## src/logic/dst_pkg.sv

```systemverilog
// shared types and constants of the dual source transfer controller
// assumes all sensing flags are levels synchronous to clk
package dst_pkg;
    localparam int DLY_W = 16;
    localparam logic SRC_NORM = 1'b0;
    localparam logic SRC_ALT = 1'b1;
    // fault codes; readout priority high to low is short, open, fan, load, freq, volt
    localparam logic [3:0] FC_NONE = 4'h0;
    localparam logic [3:0] FC_SHORT = 4'h1;
    localparam logic [3:0] FC_OPEN = 4'h2;
    localparam logic [3:0] FC_FAN = 4'h3;
    localparam logic [3:0] FC_FREQ = 4'h4;
    localparam logic [3:0] FC_VOLT = 4'h5;
    localparam logic [3:0] FC_LOAD = 4'h6;

    typedef struct packed {
        logic pickup_ok;   // voltage at or above pickup
        logic below_inph;  // below in-phase threshold
        logic below_rnd;   // below random threshold
        logic phase_low;   // some phase out of limits
        logic over_freq;   // above over-frequency setpoint
        logic below_ofpu;  // below over-frequency pickup
        logic under_freq;  // below under-frequency setpoint
        logic above_ufpu;  // above under-frequency pickup
        logic ovl_avg;     // average overload
        logic ovl_peak;    // peak overload
        logic sw_open;     // a switch of this source open
        logic sw_short;    // a switch of this source shorted
    } dst_src_t;

    typedef enum logic {ST_RUN, ST_GAP} dst_state_t;
endpackage : dst_pkg

```

## src/logic/dst_ctrl.sv

```systemverilog
// transfer decision, timing and indication for a two-source switch
// assumes sensing flags and settings are levels on clk; delays in cycles
module dst_ctrl
#(
    parameter int DW = dst_pkg::DLY_W
)
(
    input wire logic clk,                         // system clock
    input wire logic sys_rst,                     // sync reset, high
    input wire dst_pkg::dst_src_t src_n,          // normal source flags
    input wire dst_pkg::dst_src_t src_a,          // alternate flags
    input wire logic phase_match,                 // mismatch below preset
    input wire logic fan_fail,                    // fan failure
    input wire logic maint_clr,                   // clear latched faults
    input wire logic manual,                      // manual mode
    input wire logic man_sel,                     // manual source, 1 alt
    input wire logic pref_sel,                    // preferred, 1 alt
    input wire logic retx_en,                     // retransfer enabled
    input wire logic pad_en,                      // phase angle feature
    input wire logic freq_en,                     // frequency sensing on
    input wire logic fpp_en,                      // full phase protection
    input wire logic alarm_en,                    // audible alarm enabled
    input wire logic [DW-1:0] ctl_dly,            // control delay
    input wire logic [DW-1:0] xfer_dly,           // transfer delay
    input wire logic [DW-1:0] rnd_dly,            // random transfer wait
    input wire logic [DW-1:0] retx_time,          // retransfer interval
    output logic sw_norm_on,                      // drive normal switches
    output logic sw_alt_on,                       // drive alternate switches
    output logic [1:0] ind_avail,                 // [0] normal [1] alt
    output logic ind_active,                      // active source, 1 alt
    output logic ind_pref,                        // preferred, 1 alt
    output logic ind_retx,                        // retransfer enabled
    output logic inhibit,                         // transfer inhibited
    output logic alarm,                           // audible alarm
    output logic [3:0] fault_code                 // readout code
);
    import dst_pkg::*;

    function automatic logic pick(input logic [1:0] v, input logic i);
        pick = i ? v[1] : v[0];
    endfunction : pick

    dst_state_t st_r;
    dst_state_t st_nxt;
    logic act_r;
    logic act_nxt;
    logic tgt_r;
    logic tgt_nxt;
    logic [DW-1:0] cd_r;
    logic [DW-1:0] cd_nxt;
    logic [DW-1:0] gc_r;
    logic [DW-1:0] gc_nxt;
    logic [1:0] open_r;
    logic [1:0] short_r;
    logic fan_r;
    logic [1:0] avail;
    logic [1:0] fbad;
    logic [1:0] rtok;
    logic sw_n_r;
    logic sw_a_r;
    logic inh_r;
    logic alarm_r;
    logic [3:0] fc_r;
    logic [3:0] fc_nxt;
    dst_src_t flg [2];

    assign flg[0] = src_n;
    assign flg[1] = src_a;

    genvar g;
    generate
        for (g = 0; g < 2; g++)
        begin : g_src
            dst_src_qual #(.DW(DW)) u_qual (
                .clk(clk),
                .sys_rst(sys_rst),
                .flg(flg[g]),
                .freq_en(freq_en),
                .fpp_en(fpp_en),
                .retx_time(retx_time),
                .avail(avail[g]),
                .freq_bad(fbad[g]),
                .retx_ok(rtok[g])
            );
        end
    endgenerate

    // active and inactive source conditions
    wire logic [1:0] inph_v = {src_a.below_inph, src_n.below_inph};
    wire logic [1:0] rnd_v = {src_a.below_rnd, src_n.below_rnd};
    wire logic [1:0] plow_v = {src_a.phase_low, src_n.phase_low};
    wire logic [1:0] ovl_v = {src_a.ovl_avg | src_a.ovl_peak,
                              src_n.ovl_avg | src_n.ovl_peak};
    wire logic [1:0] opn_v = {src_a.sw_open, src_n.sw_open};
    wire logic [1:0] sht_v = {src_a.sw_short, src_n.sw_short};
    wire logic uv_in = pick(inph_v, act_r) |
                       (fpp_en & pick(plow_v, act_r));
    wire logic uv_rnd = pick(rnd_v, act_r);
    wire logic act_hard = pick(fbad, act_r) | pick(opn_v, act_r);
    wire logic inact_av = pick(avail, ~act_r);
    wire logic cd_done = uv_in & (cd_r >= ctl_dly);
    wire logic inph_mode = cd_done & ~uv_rnd;
    wire logic load_flt = pick(ovl_v, act_r) & uv_rnd;
    wire logic short_lk = |short_r;
    wire logic short_src = short_r[1];
    // phase feature off: no delay and no mismatch check
    wire logic inph_go = pad_en ? (inph_mode & phase_match)
                                : uv_in;
    wire logic act_bad = uv_rnd | inph_go | act_hard
                         | (~pad_en & uv_in);
    wire logic rnd_go = uv_rnd & cd_done;
    wire logic auto_go = ~manual & ~short_lk & ~load_flt & inact_av
                         & (rnd_go | inph_go | act_hard);
    wire logic retx_go = ~manual & ~short_lk & ~load_flt & retx_en
                         & (act_r != pref_sel) & ~act_bad
                         & pick(rtok, pref_sel)
                         & (~pad_en | phase_match);
    wire logic man_go = manual & (act_r != man_sel);
    wire logic ovr_go = short_lk & (act_r != short_src);
    wire logic start = (st_r == ST_RUN) &
                       (ovr_go | man_go | auto_go | retx_go);
    wire logic is_rnd = auto_go & uv_rnd & ~ovr_go & ~man_go;
    wire logic [DW-1:0] gap_len = is_rnd ? rnd_dly : xfer_dly;
    wire logic gap_zero = (gap_len == '0);
    wire logic gap_done = (st_r == ST_GAP) & (gc_r == '0);
    wire logic src_flt = act_bad | act_hard | ~inact_av;

    // control delay: counts only while dip is uninterrupted
    assign cd_nxt = ~uv_in ? '0 : (cd_r == '1) ? cd_r : cd_r + 1'b1;

    always_comb
    begin
        st_nxt = st_r;
        act_nxt = act_r;
        tgt_nxt = tgt_r;
        gc_nxt = gc_r;
        case (st_r)
            ST_RUN:
            begin
                if (start)
                begin
                    tgt_nxt = ~act_r;
                    if (gap_zero)
                        act_nxt = ~act_r;
                    else
                    begin
                        st_nxt = ST_GAP;
                        gc_nxt = gap_len - 1'b1;
                    end
                end
            end
            ST_GAP:
            begin
                if (gap_done)
                begin
                    act_nxt = tgt_r;
                    st_nxt = ST_RUN;
                end
                else
                    gc_nxt = gc_r - 1'b1;
            end
            default:
                st_nxt = ST_RUN;
        endcase
    end

    // priority of readout: internal before source faults
    assign fc_nxt = short_lk ? FC_SHORT
                  : (|open_r) ? FC_OPEN
                  : fan_r ? FC_FAN
                  : load_flt ? FC_LOAD
                  : (|fbad) ? FC_FREQ
                  : (src_flt | ~(&avail)) ? FC_VOLT
                  : FC_NONE;

    always_ff @(posedge clk)
    begin
        if (sys_rst)
        begin
            st_r <= ST_RUN;
            act_r <= SRC_NORM;
            tgt_r <= SRC_NORM;
            cd_r <= '0;
            gc_r <= '0;
            open_r <= 2'b00;
            short_r <= 2'b00;
            fan_r <= 1'b0;
            sw_n_r <= 1'b0;
            sw_a_r <= 1'b0;
            inh_r <= 1'b0;
            alarm_r <= 1'b0;
            fc_r <= FC_NONE;
        end
        else
        begin
            st_r <= st_nxt;
            act_r <= act_nxt;
            tgt_r <= tgt_nxt;
            cd_r <= cd_nxt;
            gc_r <= gc_nxt;
            // set wins over maintenance clear
            open_r <= (open_r & {2{~maint_clr}}) | opn_v;
            short_r <= (short_r & {2{~maint_clr}}) | sht_v;
            fan_r <= (fan_r & ~maint_clr) | fan_fail;
            sw_n_r <= (st_nxt == ST_RUN) & (act_nxt == SRC_NORM);
            sw_a_r <= (st_nxt == ST_RUN) & (act_nxt == SRC_ALT);
            inh_r <= load_flt | short_lk | (act_bad & ~inact_av);
            alarm_r <= alarm_en & (fc_nxt != FC_NONE);
            fc_r <= fc_nxt;
        end
    end

    assign sw_norm_on = sw_n_r;
    assign sw_alt_on = sw_a_r;
    assign ind_avail = avail;
    assign ind_active = act_r;
    assign ind_pref = pref_sel;
    assign ind_retx = retx_en;
    assign inhibit = inh_r;
    assign alarm = alarm_r;
    assign fault_code = fc_r;

    // gap length tracker, only for checking
    logic [DW-1:0] chk_gap_r;
    always_ff @(posedge clk)
    begin
        if (sys_rst || st_r != ST_GAP)
            chk_gap_r <= '0;
        else
            chk_gap_r <= chk_gap_r + 1'b1;
    end

    property p_break;
        @(posedge clk) disable iff (sys_rst)
        st_r == ST_GAP |=> !(sw_norm_on || sw_alt_on) || st_r == ST_RUN;
    endproperty
    a_break: assert property (p_break)
        else $error("switch driven during transfer gap");

    property p_never_both;
        @(posedge clk) disable iff (sys_rst)
        !(sw_norm_on && sw_alt_on);
    endproperty
    a_never_both: assert property (p_never_both)
        else $error("both sources connected");

    property p_gap_len;
        @(posedge clk) disable iff (sys_rst)
        gap_done |-> chk_gap_r + 1'b1 >= xfer_dly
            || chk_gap_r + 1'b1 >= rnd_dly;
    endproperty
    a_gap_len: assert property (p_gap_len)
        else $error("transfer gap ended early");

    property p_ctl_dly;
        @(posedge clk) disable iff (sys_rst)
        start && auto_go && pad_en && !act_hard |-> cd_r >= ctl_dly;
    endproperty
    a_ctl_dly: assert property (p_ctl_dly)
        else $error("transfer before control delay");

    property p_load_inh;
        @(posedge clk) disable iff (sys_rst)
        st_r == ST_RUN && load_flt && !manual && !short_lk
        |=> $stable(act_r) ##0 inhibit;
    endproperty
    a_load_inh: assert property (p_load_inh)
        else $error("transfer despite load fault");

    property p_short_hold;
        @(posedge clk) disable iff (sys_rst)
        short_lk && act_r == short_src && st_r == ST_RUN
        |=> act_r == short_src && st_r == ST_RUN;
    endproperty
    a_short_hold: assert property (p_short_hold)
        else $error("left shorted source");

    property p_latch;
        @(posedge clk) disable iff (sys_rst)
        fan_fail ##1 !maint_clr[*2] |-> fan_r ##0 fault_code != FC_NONE;
    endproperty
    a_latch: assert property (p_latch)
        else $error("internal fault not latched");

    property p_alarm;
        @(posedge clk) disable iff (sys_rst)
        alarm_en && (|short_r) |=> alarm && fault_code == FC_SHORT;
    endproperty
    a_alarm: assert property (p_alarm)
        else $error("fault without alarm or code");

    property p_no_retx;
        @(posedge clk) disable iff (sys_rst)
        start && !manual && !short_lk && !act_bad |-> retx_en;
    endproperty
    a_no_retx: assert property (p_no_retx)
        else $error("retransfer while disabled");

    property p_manual;
        @(posedge clk) disable iff (sys_rst)
        manual && !short_lk && act_r == man_sel && st_r == ST_RUN
        |=> act_r == $past(man_sel);
    endproperty
    a_manual: assert property (p_manual)
        else $error("manual source abandoned");

    c_gap: cover property (@(posedge clk) st_r == ST_GAP ##1 gap_done);
    c_retx: cover property (@(posedge clk) start && retx_go);
    c_load: cover property (@(posedge clk) load_flt && inact_av);
    c_short: cover property (@(posedge clk) ovr_go ##1 short_lk);
endmodule : dst_ctrl

```

## src/logic/dst_src_qual.sv

```systemverilog
// per-source availability and retransfer qualification
// assumes flags synchronous to clk, one instance per source
module dst_src_qual
#(
    parameter int DW = 16
)
(
    input wire logic clk,                    // system clock
    input wire logic sys_rst,                // sync reset, high
    input wire dst_pkg::dst_src_t flg,       // source flags
    input wire logic freq_en,                // frequency sensing on
    input wire logic fpp_en,                 // full phase protection on
    input wire logic [DW-1:0] retx_time,     // qualify time, cycles
    output logic avail,                      // source available
    output logic freq_bad,                   // frequency latched bad
    output logic retx_ok                     // qualified for retransfer
);
    import dst_pkg::*;

    logic of_r;
    logic of_nxt;
    logic uf_r;
    logic uf_nxt;
    logic [DW-1:0] qc_r;
    logic [DW-1:0] qc_nxt;
    wire logic volt_ok;

    // hysteresis: trip at setpoint, release only past pickup
    assign of_nxt = flg.over_freq | (of_r & ~flg.below_ofpu);
    assign uf_nxt = flg.under_freq | (uf_r & ~flg.above_ufpu);
    assign freq_bad = freq_en & (of_r | uf_r);
    assign volt_ok = flg.pickup_ok & ~(fpp_en & flg.phase_low);
    assign avail = volt_ok & ~freq_bad & ~flg.sw_open;
    assign qc_nxt = ~avail ? '0 : (qc_r == '1) ? qc_r : qc_r + 1'b1;
    assign retx_ok = avail & (qc_r >= retx_time);

    always_ff @(posedge clk)
    begin
        if (sys_rst)
        begin
            of_r <= 1'b0;
            uf_r <= 1'b0;
            qc_r <= '0;
        end
        else
        begin
            of_r <= of_nxt;
            uf_r <= uf_nxt;
            qc_r <= qc_nxt;
        end
    end

    property p_of_hold;
        @(posedge clk) disable iff (sys_rst)
        of_r && !flg.below_ofpu |=> of_r;
    endproperty
    a_of_hold: assert property (p_of_hold)
        else $error("over-frequency released above pickup");

    property p_uf_hold;
        @(posedge clk) disable iff (sys_rst)
        uf_r && !flg.above_ufpu |=> uf_r;
    endproperty
    a_uf_hold: assert property (p_uf_hold)
        else $error("under-frequency released below pickup");

    property p_qual;
        @(posedge clk) disable iff (sys_rst)
        !avail |=> !retx_ok || retx_time == '0;
    endproperty
    a_qual: assert property (p_qual)
        else $error("retransfer qualified without full interval");
endmodule : dst_src_qual
```

## config.mk

```make
export PLATFORM = sky130hd
export DESIGN_NAME = dst_ctrl
export DESIGN_NICKNAME = d
export VERILOG_FILES = /design/src/logic/dst_pkg.sv /design/src/logic/dst_ctrl.sv /design/src/logic/dst_src_qual.sv
export SDC_FILE = /design/constraint.sdc
export NUM_CORES = 1
export LEC_CHECK = 0
export BUFFER_PORTS_ARGS = -buffer_cell sky130_fd_sc_hd__buf_2
export CAP_MARGIN = 20
export CORE_ASPECT_RATIO = 0.9
export CORE_MARGIN = 2
export CORE_UTILIZATION = 56
export DETAILED_ROUTE_END_ITERATION = 12
export PLACE_DENSITY = 0.81
export RECOVER_POWER = 50
export SLEW_MARGIN = 20
export SYNTH_ARGS = -nofsm -noshare
export SYNTH_HDL_FRONTEND = slang
export SYNTH_SLANG_ARGS = --single-unit
```

## constraint.sdc

```tcl
create_clock -name clk -period 3.85 [get_ports clk]
set_input_delay 0 -clock clk [delete_from_list [all_inputs] [get_ports clk]]
set_output_delay 0 -clock clk [all_outputs]
set_load 0.01 [all_outputs]
```

== Word-level counts from Yosys, hierarchy flattened ==
Cells that the tools add are included.

* Add/subtract/negate cells: 5
* $lt $le $gt $ge: 3
* Equal/unequal tests: 9
* Mux-type cells: 28
* Bitwise gates (word level): 101
* Reductions and logical operators: 12

{| class="wikitable"
|+ Operators with widths
! kind !! number
|-
| 16-bit two-way mux || 4
|-
| 16-bit by 1-bit adder with 16-bit output (second input constant) || 3
|-
| 16-bit equality test (second input constant) || 3
|-
| 16-bit greater-or-equal comparator || 3
|-
| 1-bit bitwise AND || 44
|-
| 16-bit logical NOT || 2
|-
| 16-bit case mux with 2 select lines || 1
|-
| 16-bit by 1-bit subtractor with 16-bit output (second input constant) || 2
|-
| 1-bit inverter || 28
|-
| 1-bit bitwise OR || 25
|-
| 3-bit two-way mux || 6
|-
| 1-bit two-way mux || 15
|-
| 2-bit OR reduction || 6
|-
| 2-bit != test (second input constant) || 3
|-
| 2-bit bitwise AND || 2
|-
| 2-bit bitwise OR || 2
|-
| 1-bit case mux with 2 select lines || 2
|-
| 2-bit AND reduction || 2
|-
| 4-bit nonzero test || 1
|-
| 1-bit != test || 3
|-
| 3-bit AND reduction || 1
|}

* Register bits after elaboration: 84
* Output and inout port bits: 13
* Logic and storage cells: 177

== Longest topological paths before layout ==
Gate-level depths: netlist (run 1).

* Depth after elaboration: 21
* Mapped depth: 14

== By module ==
From an unflattened synthesis (run 1), not the netlist that was laid out.

* Cell total of the unflattened synthesis: 766
* Area total of the unflattened synthesis: 6130.9 µm²

{| class="wikitable"
|+ Modules (own cells, without submodules)
! module !! times used !! cells each !! area an instance (µm²)
|-
| dst_ctrl || 1 || 418 || 3358.2
|-
| dst_src_qual || 2 || 174 || 1386.3
|}

== Worst setup path after synthesis (run 1) ==
OpenSTA, ideal clock, no wires.

* Kind: flip-flop to flip-flop
* Start point: reg cd_r[13]
* End point: reg gc_r[10]
* Setup time: 86 ps
* Data arrival time: 3119 ps
* Data required time: 3764 ps
* Slack: 646 ps
* Cell stages (with the launch flop): 13
* Buffers on the path: 1
* Period minus slack after synthesis: 3204 ps
* Cell sequence: dfxtp_1 ha_1 and4_1 nand2_1 or4_4 and3_4 buf_6 o211a_1 a221o_2 nor4_4 nand3_1 xnor2_1 a211oi_1

* Word-level cells in the longest chain between the ends: 16
* Elaborated cells between the ends (all ways): 31

{| class="wikitable"
|+ Ends and longest elaborated chain
! element !! RTL line !! source
|-
| from (decl) || dst_ctrl.sv:49 || <nowiki>logic [DW-1:0] cd_r;</nowiki>
|-
| from (signal assigned) || dst_ctrl.sv:199 || <nowiki>cd_r <= cd_nxt;</nowiki>
|-
| 16-bit greater-or-equal comparator * || dst_ctrl.sv:101 || <nowiki>wire logic cd_done = uv_in & (cd_r >= ctl_dly);</nowiki>
|-
| 1-bit bitwise AND * || dst_ctrl.sv:101 ||
|-
| 1-bit bitwise AND || dst_ctrl.sv:102 || <nowiki>wire logic inph_mode = cd_done & ~uv_rnd;</nowiki>
|-
| 1-bit bitwise AND || dst_ctrl.sv:107 || <nowiki>wire logic inph_go = pad_en ? (inph_mode & phase_match)</nowiki>
|-
| 1-bit two-way mux || dst_ctrl.sv:107 ||
|-
| 1-bit bitwise OR (on tied branches) (2 in series) || dst_ctrl.sv:113, dst_ctrl.sv:109 ||
|-
| 1-bit bitwise AND or 1-bit bitwise OR (tied branches) || dst_ctrl.sv:113, dst_ctrl.sv:110 ||
|-
| 1-bit bitwise AND or 1-bit inverter (tied branches) || dst_ctrl.sv:122, dst_ctrl.sv:115 ||
|-
| 1-bit bitwise AND (on tied branches) || dst_ctrl.sv:122, dst_ctrl.sv:115 ||
|-
| 1-bit bitwise AND (on tied branches) || dst_ctrl.sv:122, dst_ctrl.sv:116 ||
|-
| 16-bit two-way mux or 1-bit bitwise AND (tied branches) || dst_ctrl.sv:123, dst_ctrl.sv:117 ||
|-
| 16-bit by 1-bit subtractor with 16-bit output or 1-bit bitwise OR (tied branches) || dst_ctrl.sv:148, dst_ctrl.sv:121 ||
|-
| 16-bit two-way mux or 1-bit bitwise AND (tied branches) || dst_ctrl.sv:143, dst_ctrl.sv:120 ||
|-
| 16-bit two-way mux or 2-bit != test (tied branches) || - ||
|-
| 16-bit case mux with 2 select lines or 3-bit AND reduction (tied branches) || - ||
|-
| to (signal assigned) || dst_ctrl.sv:200 || <nowiki>gc_r <= gc_nxt;</nowiki>
|-
| to (decl) || dst_ctrl.sv:51 || <nowiki>logic [DW-1:0] gc_r;</nowiki>
|}

Every way passes the cells marked *; elsewhere a longest branch is shown, timed or not. The select of a mux whose other input is x is not followed.
A chain may end at the register's enable or synchronous reset.

== Worst setup path in the final report (run 1) ==
* Start point: reg cd_r[11]
* End point: reg gc_r[11]

Same word-level chain as after synthesis.

==> results.rst, run 1 <==
.. list-table::
   :header-rows: 1

   * - Metric
     - Value
   * - Final critical path time including I/O delays and setup
     - 3490 ps
   * - Sequential fraction of the synthesis area
     - 29.6%
   * - Cells after Synth
     - 707
   * - Count of input and output buffers
     - 112
   * - Worst Max-Slew Pin Slew
     - ~950 ps
   * - DR vias
     - 5575
   * - Top Ports
     - 114
   * - Min-Delay Path Class
     - in -> reg
   * - Number of global-route vias before repair
     - 5337
   * - TritonCTS buffer count
     - 9
   * - CP Capture Type
     - register
   * - Worst-case vdd ir drop
     - 0.000284 V
   * - Maximum single-stage delay on the critical path
     - between 500 and 600 ps
   * - Synth warnings
     - 0
   * - Average wire per cell in the routed design
     - 15.6 um
   * - Worst Path Buf+Inv
     - 0
   * - Total number of clock tree sinks
     - 83
   * - Relative slew margins
     - 36.4%
   * - Setup Skew
     - 10.9 ps
   * - Area enclosed by the die boundary
     - approximately 11000 um^2
   * - Die extent in x
     - 110 um
   * - Maximum frequency from static timing analysis
     - about 0.29 GHz
   * - Iter 0 DRT Violations
     - 353
   * - Pin count of the biggest net entering global routing
     - 37
   * - DRC errors left
     - 0
   * - Initial antenna violation count
     - 0
   * - Crit path cell chain
     - ha_1 -> and4_1 -> nand2_1 -> or4_4 -> and3_4 -> nor2_1 -> o311ai_0 -> nor4b_2 -> nand4_1 -> xor2_1 -> a211oi_1
   * - Clock Root Buffer
     - sky130_fd_sc_hd__clkbuf_8
   * - Final core utilization
     - 67.7%
   * - Ant diodes
     - 0
   * - P&R area growth vs syn
     - 17.0%
   * - Post-layout net count
     - 973
   * - Worst path slowest cell
     - sky130_fd_sc_hd__or4_4
   * - Data arrival at the endpoint of the critical path
     - between 3000 and 4000 ps
   * - Number of distinct library cells after synthesis
     - 74
   * - Final worst path period share
     - 90.7%
   * - Max H-tree Level
     - 3
   * - Pwr/cell area
     - 297 nW/um^2
   * - Post-CTS sizing
     - 0
   * - Clock-pin transition on the worst setup and hold timing paths
     - 90 ps
   * - Via density per instance
     - 5.86
   * - EDFF count, synth
     - 0
   * - Overall fraction of global-route tracks in use
     - 28.2%
   * - Launching element type of the critical path
     - register
   * - Result of the run
     - complete, no violations
   * - Fraction of power consumed by sequential logic
     - a little under half
   * - Netlist area before placement
     - roughly 5600 um^2
   * - Fin Setup TNS
     - 0 ps
   * - Most area-consuming cells after synthesis
     - sky130_fd_sc_hd__dfxtp_1, sky130_fd_sc_hd__ha_1, sky130_fd_sc_hd__nor2_1, sky130_fd_sc_hd__nand3_1, sky130_fd_sc_hd__xor2_1
   * - Antenna Nets Post-Route
     - 0
   * - Skew-Pair Late Insertion Delay
     - 370 ps
   * - Worst-path maximum fanout
     - 11
   * - Pins Over Slew Limit
     - 0
   * - Setup repair after global routing missed its margin
     - false
   * - Wire length of the first global-routing pass
     - between 20000 and 25000 um
   * - Detailed-router iteration count before antenna repair
     - 5
   * - Number of placement rows
     - 34
   * - Routability Congestion
     - 1.00
   * - Buffer levels on the longest clock path
     - 2
   * - Final Routed Wirelength
     - 14800 um
   * - Required @ worst endpoint
     - 4140 ps
   * - Internal power summed over all cells
     - 1.36 mW
   * - Aggregate global routing overflow
     - 0
   * - Die height
     - 99.0 um
   * - Cell type with the highest aggregate area in the netlist
     - sky130_fd_sc_hd__dfxtp_1
   * - Startpoint-to-endpoint class of the critical path
     - reg -> reg
   * - Fin area
     - 6570 um^2
   * - Setup-violating endpoint count in the final report
     - 0
   * - Floorplan core area
     - 9700 um^2
   * - Combinational Power Share
     - 19.3%
   * - Max-cap violations
     - 0
   * - Post-synthesis async set-or-reset flop share
     - 0%
   * - Synthesized netlist net count
     - 860
   * - Leakage
     - 3.01 nW
   * - Share of the synthesized area in the top cell type
     - 29.6%
   * - DPL Wire Length
     - 11400 um
   * - Post-DP Area
     - 6230 um^2
   * - Number of synthesized register bits
     - 83
   * - Fraction of power consumed by the clock network
     - roughly 33%
   * - Fraction of final layout cells with drive strength greater than 1
     - 17.2%
   * - Number of failing hold endpoints at the final stage
     - 0
   * - Clock tree from TritonCTS
     - yes
   * - Top delay family on crit path
     - simple AND/OR/NAND/NOR gates
   * - Average cell area after synthesis
     - 7.94 um^2
   * - Initial Utilization
     - 57.9%
   * - Switching part of the total
     - between 30% and 40%
   * - Flip-flop cell with the highest count after synthesis
     - sky130_fd_sc_hd__dfxtp_1
   * - Sw power
     - 589 uW
## power by group through the flow
stage / Combinational (mW) / Sequential (mW) / Clock [mW]
after CTS: 0.372 / 0.926 / 0.660
after detailed placement: 0.358 / 0.945 / 0
final: 0.376 / 0.928 / 0.648
after global routing: 0.414 / 0.933 / 0.704
after floorplan: 0.234 / 0.939 / 0
after global placement: 0.349 / 0.945 / 0
## per-stage QoR
step                      hold slack, ps  total power [mW]  setup WS, ps  cells
after global placement               202              1.29           490    919
after global routing                39.0              2.05           135    951
final                               39.1              1.95           356    951
after floorplan                     91.8              1.17           646    707
after CTS                           17.1              1.96           327    949
after detailed placement             224              1.30           324    919
## cell families after synthesis
family / synth area share (%)
and+or+nand+nor: 26.9
AOI/OAI and AO/OA: 16.9
buffers and inverters: 6.15
DFF: 29.6
adders and majority gates: 11.6
xor gates and xnor gates: 7.18
muxes: 1.65
other: 0.0668
## final timing paths
path                               from                    end  slack, ps  cells past startpoint
setup / recovery  cd_r[11]$_SDFFE_PP0P_  gc_r[11]$_SDFFE_PP0P_        360                     11
hold / removal                maint_clr       fan_r$_SDFF_PP0_         40                      4
setup reg to reg  cd_r[11]$_SDFFE_PP0P_  gc_r[11]$_SDFFE_PP0P_        360                     11
hold reg to reg   gc_r[12]$_SDFFE_PP0P_  gc_r[12]$_SDFFE_PP0P_        500                      1
## worst min-delay path, delay by kind of cell
kind,cells,cell delay (ps)
simple gates,1,50
compound gates,1,160
buf+inv,2,150
## flip-flops by register name, summed over array words and instances, names as in the netlist
register / flops
st_r: 1
cd_r: 16
g_src.u_qual.qc_r: 32
g_src.u_qual.of_r: 2
ind_active: 1
gc_r: 16
tgt_r: 1
inhibit: 1
sw_alt_on: 1
fan_r: 1
short_r: 2
sw_norm_on: 1
g_src.u_qual.uf_r: 2
open_r: 2
fault_code: 3
alarm: 1
## per-layer routing
metal / track usage [%] / share of wire, %
met4: 9.44 / 2.3
met1: 35.9 / 44
met5: 0 / 0
met2: 46.3 / 47
met3: 7.14 / 6.7
## synth_stat cells (4+ instances only)
library cell and n:
sky130_fd_sc_hd__nand2b_1 11, sky130_fd_sc_hd__o21a_1 4, sky130_fd_sc_hd__o21ai_0 24, sky130_fd_sc_hd__a21oi_1 35, sky130_fd_sc_hd__nand4_1 22, sky130_fd_sc_hd__xor2_1 28, sky130_fd_sc_hd__and2_1 4, sky130_fd_sc_hd__dfxtp_1 83
sky130_fd_sc_hd__a211oi_1 16, sky130_fd_sc_hd__or2_2 6, sky130_fd_sc_hd__and3_1 11, sky130_fd_sc_hd__nand2_1 36, sky130_fd_sc_hd__ha_1 52, sky130_fd_sc_hd__mux2i_1 7, sky130_fd_sc_hd__nor2_1 93, sky130_fd_sc_hd__a21o_1 10
sky130_fd_sc_hd__inv_1 51, sky130_fd_sc_hd__nor2b_1 10, sky130_fd_sc_hd__xnor2_1 18, sky130_fd_sc_hd__clkbuf_1 21, sky130_fd_sc_hd__nand3_1 49, sky130_fd_sc_hd__a31oi_1 7, sky130_fd_sc_hd__o211a_1 4, sky130_fd_sc_hd__nor3_1 13
sky130_fd_sc_hd__buf_4 5, sky130_fd_sc_hd__nor4_1 18
## what timing repair did
item / CTS / global route
endpoints found under the hold margin: 10 / 0
endpoints found under the setup margin: 0 / 1
hold buffers: 14 / 0
setup buffers: 0 / 2
## placed cells by master, fill, tap and decap left out, drive strengths merged, types with 17 or more instances in the layout
| cell | synthesis | final |
|---|---|---|
| nand3 | 49 | 49 |
| a211oi | 17 | 17 |
| dfxtp | 83 | 83 |
| a21oi | 35 | 35 |
| ha | 52 | 52 |
| nand4 | 22 | 22 |
| clkbuf | 21 | 19 |
| nor4 | 20 | 20 |
| xnor2 | 18 | 18 |
| nor2 | 93 | 93 |
| buf | 10 | 109 |
| xor2 | 28 | 28 |
| inv | 52 | 55 |
| nand2 | 36 | 36 |
| o21ai | 28 | 28 |
## final cells by class
cell class | count | area, um^2
clock inverters | 7 | 73.8
flip-flops and latches | 83 | 1660
fillers | 813 | 3130
inverters | 53 | 199
well taps | 126 | 158
clock buffers | 9 | 124
multi-input cells | 540 | 3610
repair buffers | 133 | 741
(Power assumes the default switching activity.)
==> inputs of run 2 (changes only) <==
--- a/config.mk
+++ b/config.mk
@@ -11,7 +11,7 @@
 export CORE_MARGIN = 2
 export CORE_UTILIZATION = 56
 export DETAILED_ROUTE_END_ITERATION = 12
-export PLACE_DENSITY = 0.81
+export PLACE_DENSITY = 0.84
 export RECOVER_POWER = 50
 export SLEW_MARGIN = 20
 export SYNTH_ARGS = -nofsm -noshare
==> results.rst, run 2 (synthesis results as in run 1) <==
.. list-table::
   :header-rows: 1

   * - Metric
     - Value
   * - Clock-pin transition on the worst setup and hold timing paths
     - 90 ps (about the same)
   * - Final critical path time including I/O delays and setup
     - 3510 ps (was 3490 ps)
   * - Number of placement rows
     - 34 (unchanged)
   * - Number of failing hold endpoints at the final stage
     - 0 (unchanged)
   * - Register with the most flip-flops
     - g_src.u_qual.qc_r (unchanged)
   * - Pins Over Slew Limit
     - 0 (unchanged)
   * - Worst Max-Slew Pin Slew
     - 900 ps (was 954 ps)
   * - Ant diodes
     - 0 (unchanged)
   * - TritonCTS buffer count
     - 9 (unchanged)
   * - Post-DP Area
     - 6240 um^2 (was 6230 um^2)
   * - Average wire per cell in the routed design
     - 16.0 um (was 15.6 um)
   * - Worst-case vdd ir drop
     - 0.000267 V (was 0.000284 V)
   * - DPL Wire Length
     - 11700 um (was 11400 um)
   * - CP Capture Type
     - register (unchanged)
   * - Floorplan core area
     - 9700 um^2 (unchanged)
   * - Initial Utilization
     - 57.9% (unchanged)
   * - Via density per instance
     - 5.89 (was 5.86)
   * - Min-Delay Path Class
     - in -> reg (unchanged)
   * - Fraction of final layout cells with drive strength greater than 1
     - 17.8% (was 17.2%)
   * - Die extent in x
     - 110 um (unchanged)
   * - Count of input and output buffers
     - 112 (unchanged)
   * - Wire length of the first global-routing pass
     - 25400 um (was 24500 um)
   * - Worst path setup slack after routing
     - 336 ps (was 356 ps)
   * - Final worst path period share
     - 91.3% (was 90.7%)
   * - P&R area growth vs syn
     - 17.8% (was 17.0%)
   * - Top Ports
     - 114 (unchanged)
   * - Routability Congestion
     - 0.978 (was 1.00)
   * - Pin count of the biggest net entering global routing
     - 37 (unchanged)
   * - Data arrival at the endpoint of the critical path
     - 3810 ps (was 3780 ps)
   * - Required @ worst endpoint
     - 4150 ps (was 4140 ps)
   * - Launching element type of the critical path
     - register (unchanged)
   * - Number of global-route vias before repair
     - 5648 (was 5337)
   * - Clock Root Buffer
     - sky130_fd_sc_hd__clkbuf_8 (unchanged)
   * - Final Routed Wirelength
     - 15200 um (was 14800 um)
   * - Number of cells traversed by the worst hold path
     - 4 (unchanged)
   * - Fin area
     - 6610 um^2 (was 6570 um^2)
   * - Clock tree from TritonCTS
     - yes (unchanged)
   * - Max H-tree Level
     - 3 (unchanged)
   * - Maximum frequency from static timing analysis
     - 0.285 GHz (was 0.286 GHz)
   * - DRC errors left
     - 0 (unchanged)
   * - Setup repair after global routing missed its margin
     - false (unchanged)
   * - Max-cap violations
     - 0 (unchanged)
   * - Number of flip-flops under the largest register name
     - 32 (unchanged)
   * - Pwr Total
     - 2.04 mW (was 1.95 mW)
   * - Commonest non-fill, non-tap cells in the layout
     - sky130_fd_sc_hd__buf_2, sky130_fd_sc_hd__nor2_1, sky130_fd_sc_hd__dfxtp_1 (unchanged)
   * - Aggregate global routing overflow
     - 0 (unchanged)
   * - Buffer levels on the longest clock path
     - 2 (unchanged)
   * - Leakage
     - 3.03 nW (was 3.01 nW)
   * - Post-layout net count
     - 974 (was 973)
   * - Initial antenna violation count
     - 0 (unchanged)
   * - Detailed-router iteration count before antenna repair
     - 5 (unchanged)
   * - Result of the run
     - complete, no violations (unchanged)
   * - FF-to-FF path depth
     - 12 (was 11)
   * - Startpoint-to-endpoint class of the critical path
     - reg -> reg (unchanged)
   * - Overall fraction of global-route tracks in use
     - 29.3% (was 28.2%)
   * - Worst-path maximum fanout
     - 11 (unchanged)
   * - Largest registers
     - g_src.u_qual.qc_r: 32 flops, cd_r: 16 flops, gc_r: 16 flops (unchanged)
   * - Fin Setup TNS
     - 0 ps (unchanged)
   * - Final core utilization
     - 68.2% (was 67.7%)
   * - DR vias
     - 5604 (was 5575)
   * - Antenna Nets Post-Route
     - 0 (unchanged)
   * - Setup-violating endpoint count in the final report
     - 0 (unchanged)
   * - Total number of clock tree sinks
     - 83 (unchanged)
   * - Relative slew margins
     - 39.7% (was 36.4%)
   * - Pwr/cell area
     - 308 nW/um^2 (was 297 nW/um^2)
   * - Area enclosed by the die boundary
     - 10800 um^2 (unchanged)
   * - Setup Skew
     - 12.1 ps (was 10.9 ps)
   * - Most common library cell in the layout ignoring fill and taps
     - sky130_fd_sc_hd__buf_2 (unchanged)
   * - Die height
     - 99.0 um (unchanged)
   * - Worst setup slack before clock tree synthesis
     - 244 ps (was 324 ps)
   * - Iter 0 DRT Violations
     - 349 (was 353)
   * - Skew-Pair Late Insertion Delay
     - 370 ps (about the same)
run 2: path summary, 6_finish.rpt:
path | from | endpoint | slack [ps]
max reg2reg | g_src[0].u_qual.of_r$_SDFF_PP0_ | gc_r[14]$_SDFFE_PP0P_ | 340
max | g_src[0].u_qual.of_r$_SDFF_PP0_ | gc_r[14]$_SDFFE_PP0P_ | 340
min | maint_clr | short_r[0]$_SDFF_PP0_ | 20
min reg2reg | gc_r[12]$_SDFFE_PP0P_ | gc_r[12]$_SDFFE_PP0P_ | 500
run 2: routing by layer:
layer	share of wire, %	GRT usage, %
met5	0	0
met2	48	50.3
met4	2.8	11.4
met3	5.9	5.89
met1	43	35.8
run 2: where the power goes:
part           internal, mW  switching [mW]  total, mW  leakage [nW]
logic                 0.167           0.212      0.379          2.24
clock network         0.387           0.344      0.732         0.114
registers             0.895          0.0315      0.927         0.678
total                  1.45           0.588       2.04          3.03
run 2: per-stage QoR:
stage	hold slack, ps	std cells
final	19.8	952
after global routing	35.5	952
after CTS	5.84	951
after detailed placement	213	920
after global placement	204	920
after floorplan	91.8	707
run 2: cell type report:
class,instances,area (um^2)
fill,816,3090
clock buffer,11,141
multi-input combinational,540,3620
sequential,83,1660
inverter,53,199
timing repair buffer,134,752
tap,126,158
clock inverter,5,82.6
run 2: what timing repair did:
action | 4_1_cts | 5_1_grt
hold endpoints to repair | 10 | 0
resized for setup | 0 | 4
hold buffers | 15 | 0
setup endpoints to repair | 0 | 7
setup buffers | 0 | 1
run 2: critical path, cell delays in order (launching register included):
cell,delay (ps)
sky130_fd_sc_hd__dfxtp_1,350
sky130_fd_sc_hd__o21ai_0,120
sky130_fd_sc_hd__and2b_1,210
sky130_fd_sc_hd__nand3_1,140
sky130_fd_sc_hd__inv_1,120
sky130_fd_sc_hd__o211a_1,170
sky130_fd_sc_hd__o211ai_1,720
sky130_fd_sc_hd__nor2_2,170
sky130_fd_sc_hd__a221o_2,460
sky130_fd_sc_hd__nor4_4,430
sky130_fd_sc_hd__nand4_1,200
sky130_fd_sc_hd__xor2_1,180
sky130_fd_sc_hd__o2bb2ai_1,170
==> inputs of run 3 (changes only) <==
--- a/config.mk
+++ b/config.mk
@@ -11,6 +11,7 @@
 export CORE_MARGIN = 2
 export CORE_UTILIZATION = 56
 export DETAILED_ROUTE_END_ITERATION = 12
+export HOLD_SLACK_MARGIN = 0.08
 export PLACE_DENSITY = 0.84
 export RECOVER_POWER = 50
 export SLEW_MARGIN = 20
==> constraint.sdc (replaced) <==
create_clock -name clk -period 3.85 [get_ports clk]
set_input_delay 1.155 -clock clk [delete_from_list [all_inputs] [get_ports clk]]
set_output_delay 1.155 -clock clk [all_outputs]
set_load 0.01 [all_outputs]
==> results.rst, run 3 (synthesis results as in run 1) <==
.. list-table::
   :header-rows: 1

   * - Metric
     - Value
   * - Result of the run
     - complete, no violations (unchanged)
   * - Fraction of met2 tracks used by global routing
     - 47.4% (was 50.3%)
   * - Number of fill cells
     - 794 (was 816)
   * - Min-Delay Path Class
     - reg -> reg (was in -> reg)
   * - Leakage
     - 3.08 nW (was 3.03 nW)
   * - Fin area
     - 6740 um^2 (was 6610 um^2)
   * - CP Capture Type
     - register (unchanged)
   * - Maximum frequency from static timing analysis
     - 0.265 GHz (was 0.285 GHz)
   * - Worst setup slack before clock tree synthesis
     - -319 ps (was 244 ps)
   * - DPL Wire Length
     - 11900 um (was 11700 um)
   * - Internal power summed over all cells
     - 1.40 mW (was 1.45 mW)
   * - Pwr/cell area
     - 295 nW/um^2 (was 308 nW/um^2)
   * - Number of placed cells counting well taps
     - 950 (was 920)
   * - Worst-path maximum fanout
     - 5 (was 11)
   * - Clock Root Buffer
     - sky130_fd_sc_hd__clkbuf_8 (unchanged)
   * - Setup-violating endpoint count in the final report
     - 0 (unchanged)
   * - Sw power
     - 587 uW (was 588 uW)
   * - TritonCTS buffer count
     - 9 (unchanged)
   * - Overall fraction of global-route tracks in use
     - 27.9% (was 29.3%)
   * - Number of global-route vias before repair
     - 5494 (was 5648)
   * - CTS hold repair buffers
     - 0 (was 15)
   * - Final hold slack
     - 499 ps (was 19.8 ps)
   * - Fraction of power consumed by sequential logic
     - 46.6% (was 45.5%)
   * - Clock-pin transition on the worst setup and hold timing paths
     - 80 ps (was 90 ps)
   * - FF-to-FF path depth
     - 13 (was 12)
   * - Detailed-router iteration count before antenna repair
     - 5 (unchanged)
   * - Met3 routing resource usage after global routing
     - 7.67% (was 5.89%)
   * - Post-layout net count
     - 989 (was 974)
   * - Launch instance of the worst min-delay path
     - gc_r[14]$_SDFFE_PP0P_ (was maint_clr)
   * - Capture instance of the worst register-to-register path
     - gc_r[13]$_SDFFE_PP0P_ (was gc_r[14]$_SDFFE_PP0P_)
   * - Ant diodes
     - 0 (unchanged)
   * - P&R area growth vs syn
     - 20.1% (was 17.8%)
   * - Number of failing hold endpoints at the final stage
     - 0 (unchanged)
   * - Top Ports
     - 114 (unchanged)
   * - Required @ worst endpoint
     - 4140 ps (was 4150 ps)
   * - Routability Congestion
     - 0.944 (was 0.978)
   * - Buffer levels on the longest clock path
     - 2 (unchanged)
   * - Relative slew margins
     - 40.1% (was 39.7%)
   * - Total number of clock tree sinks
     - 83 (unchanged)
   * - Most common library cell in the layout ignoring fill and taps
     - sky130_fd_sc_hd__buf_2 (unchanged)
   * - DR vias
     - 5674 (was 5604)
   * - Skew-Pair Late Insertion Delay
     - 370 ps (about the same)
   * - Commonest non-fill, non-tap cells in the layout
     - sky130_fd_sc_hd__buf_2, sky130_fd_sc_hd__nor2_1, sky130_fd_sc_hd__dfxtp_1 (unchanged)
   * - Via density per instance
     - 5.87 (was 5.89)
   * - Final critical path time including I/O delays and setup
     - 3780 ps (was 3510 ps)
   * - Floorplan core area
     - 9700 um^2 (unchanged)
   * - Antenna Nets Post-Route
     - 0 (unchanged)
   * - Worst path setup slack after routing
     - 75.0 ps (was 336 ps)
   * - Switching part of the total
     - 29.5% (was 28.9%)
   * - Multi-input combinational cell area
     - 3690 um^2 (was 3620 um^2)
   * - Iter 0 DRT Violations
     - 350 (was 349)
   * - Reg2Reg Setup Slack
     - 510 ps (was 340 ps)
   * - Die height
     - 99.0 um (unchanged)
   * - Pins Over Slew Limit
     - 0 (unchanged)
   * - Startpoint-to-endpoint class of the critical path
     - in -> reg (was reg -> reg)
   * - Average wire per cell in the routed design
     - 15.6 um (was 16.0 um)
   * - GRT met1 Usage
     - 33.3% (was 35.8%)
   * - Fraction of final layout cells with drive strength greater than 1
     - 22.2% (was 17.8%)
   * - Aggregate global routing overflow
     - 0 (unchanged)
   * - Launching element type of the critical path
     - primary input (was register)
   * - Top Usage Layer GRT
     - met2 (unchanged)
   * - Worst Max-Slew Pin Slew
     - 899 ps (was 900 ps)
   * - Critical R2R Launch
     - cd_r[0]$_SDFFE_PP0P_ (was g_src[0].u_qual.of_r$_SDFF_PP0_)
   * - Setup Skew
     - 10.4 ps (was 12.1 ps)
   * - Post-DP Area
     - 6520 um^2 (was 6240 um^2)
   * - Initial antenna violation count
     - 0 (unchanged)
   * - DRC errors left
     - 0 (unchanged)
   * - Max-cap violations
     - 0 (unchanged)
   * - Initial Utilization
     - 57.9% (unchanged)
   * - Die extent in x
     - 110 um (unchanged)
   * - Endpoint of the worst hold path
     - gc_r[14]$_SDFFE_PP0P_ (was short_r[0]$_SDFF_PP0_)
   * - Post-Layout Cell Count
     - 967 (was 952)
   * - Combinational Power Share
     - 20.8% (was 18.6%)
   * - Final worst path period share
     - 98.1% (was 91.3%)
   * - Clock tree from TritonCTS
     - yes (unchanged)
   * - Register with the most flip-flops
     - g_src.u_qual.qc_r (unchanged)
   * - Wire length of the first global-routing pass
     - 24400 um (was 25400 um)
   * - Pwr Total
     - 1.99 mW (was 2.04 mW)
   * - Fraction of power consumed by the clock network
     - 32.6% (was 35.9%)
   * - Worst-case vdd ir drop
     - 0.000302 V (was 0.000267 V)
   * - Count of input and output buffers
     - 112 (unchanged)
   * - Final Routed Wirelength
     - 15100 um (was 15200 um)
   * - Max H-tree Level
     - 3 (unchanged)
   * - Number of placement rows
     - 34 (unchanged)
   * - Number of flip-flops under the largest register name
     - 32 (unchanged)
   * - Number of cells traversed by the worst hold path
     - 1 (was 4)
   * - Largest registers
     - g_src.u_qual.qc_r: 32 flops, cd_r: 16 flops, gc_r: 16 flops (unchanged)
   * - Area enclosed by the die boundary
     - 10800 um^2 (unchanged)
   * - Pin count of the biggest net entering global routing
     - 28 (was 37)
   * - FF+latch area
     - 1660 um^2 (about the same)
   * - Data arrival at the endpoint of the critical path
     - 4060 ps (was 3810 ps)
-- run 3: worst max path at each step --
| stage | start | end | slack, ps | cells after the start |
|---|---|---|---|---|
| after floorplan | ctl_dly[6] | gc_r[10]$_SDFFE_PP0P_ | -30 | 13 |
| after global placement | ctl_dly[6] | gc_r[10]$_SDFFE_PP0P_ | -190 | 13 |
| after detailed placement | ctl_dly[5] | gc_r[14]$_SDFFE_PP0P_ | -320 | 14 |
| after CTS | ctl_dly[6] | gc_r[13]$_SDFFE_PP0P_ | 7 | 14 |
| after global routing | ctl_dly[6] | gc_r[10]$_SDFFE_PP0P_ | -30 | 14 |
| final | ctl_dly[6] | gc_r[13]$_SDFFE_PP0P_ | 70 | 13 |
-- run 3: power by group through the flow --
stage	sequential, mW	clock (mW)	combinational (mW)
after floorplan	0.939	0	0.237
after global placement	0.944	0	0.386
after detailed placement	0.945	0	0.400
after CTS	0.926	0.664	0.404
after global routing	0.931	0.700	0.453
final	0.927	0.649	0.414
-- run 3: through the flow --
step / utilization (%) / TNS (ps)
2_1_floorplan: - / -52.6
3_3_place_gp: 67.2 / -2230
3_5_place_dp: 67.2 / -3640
4_1_cts: 69.3 / 0
5_1_grt: 69.5 / -39.8
6_report: 69.5 / 0
-- run 3: metal layers --
metal / share of wire [%] / up-vias
li1: - / 2790
met5: 0 / -
met4: 2.5 / 0
met3: 5.8 / 36
met2: 49 / 185
met1: 43 / 2663
-- run 3: timing repair --
item	in CTS	in global routing
buffers inserted	0	1
endpoints found under the setup margin	0	16
resized for setup	0	11
hold endpoints to repair	0	0
-- run 3: final cells by class --
class | instances | area share [%]
Clock buffer | 10 | 2.04
Clock inverter | 6 | 0.947
Inverter | 53 | 3.17
Multi-Input combinational cell | 540 | 54.7
Sequential cell | 83 | 24.7
Tap cell | 126 | 2.34
Timing Repair Buffer | 149 | 12.1
-- run 3: worst max-delay path, stage by stage --
cell	delay, ps
sky130_fd_sc_hd__buf_2	130
sky130_fd_sc_hd__inv_8	30
sky130_fd_sc_hd__ha_4	250
sky130_fd_sc_hd__and3_4	180
sky130_fd_sc_hd__nand2_1	50
sky130_fd_sc_hd__or4_4	560
sky130_fd_sc_hd__and3_4	220
sky130_fd_sc_hd__o211a_1	230
sky130_fd_sc_hd__a221o_2	360
sky130_fd_sc_hd__nor3_4	310
sky130_fd_sc_hd__nand4_1	160
sky130_fd_sc_hd__xnor2_1	180
sky130_fd_sc_hd__a211oi_2	240
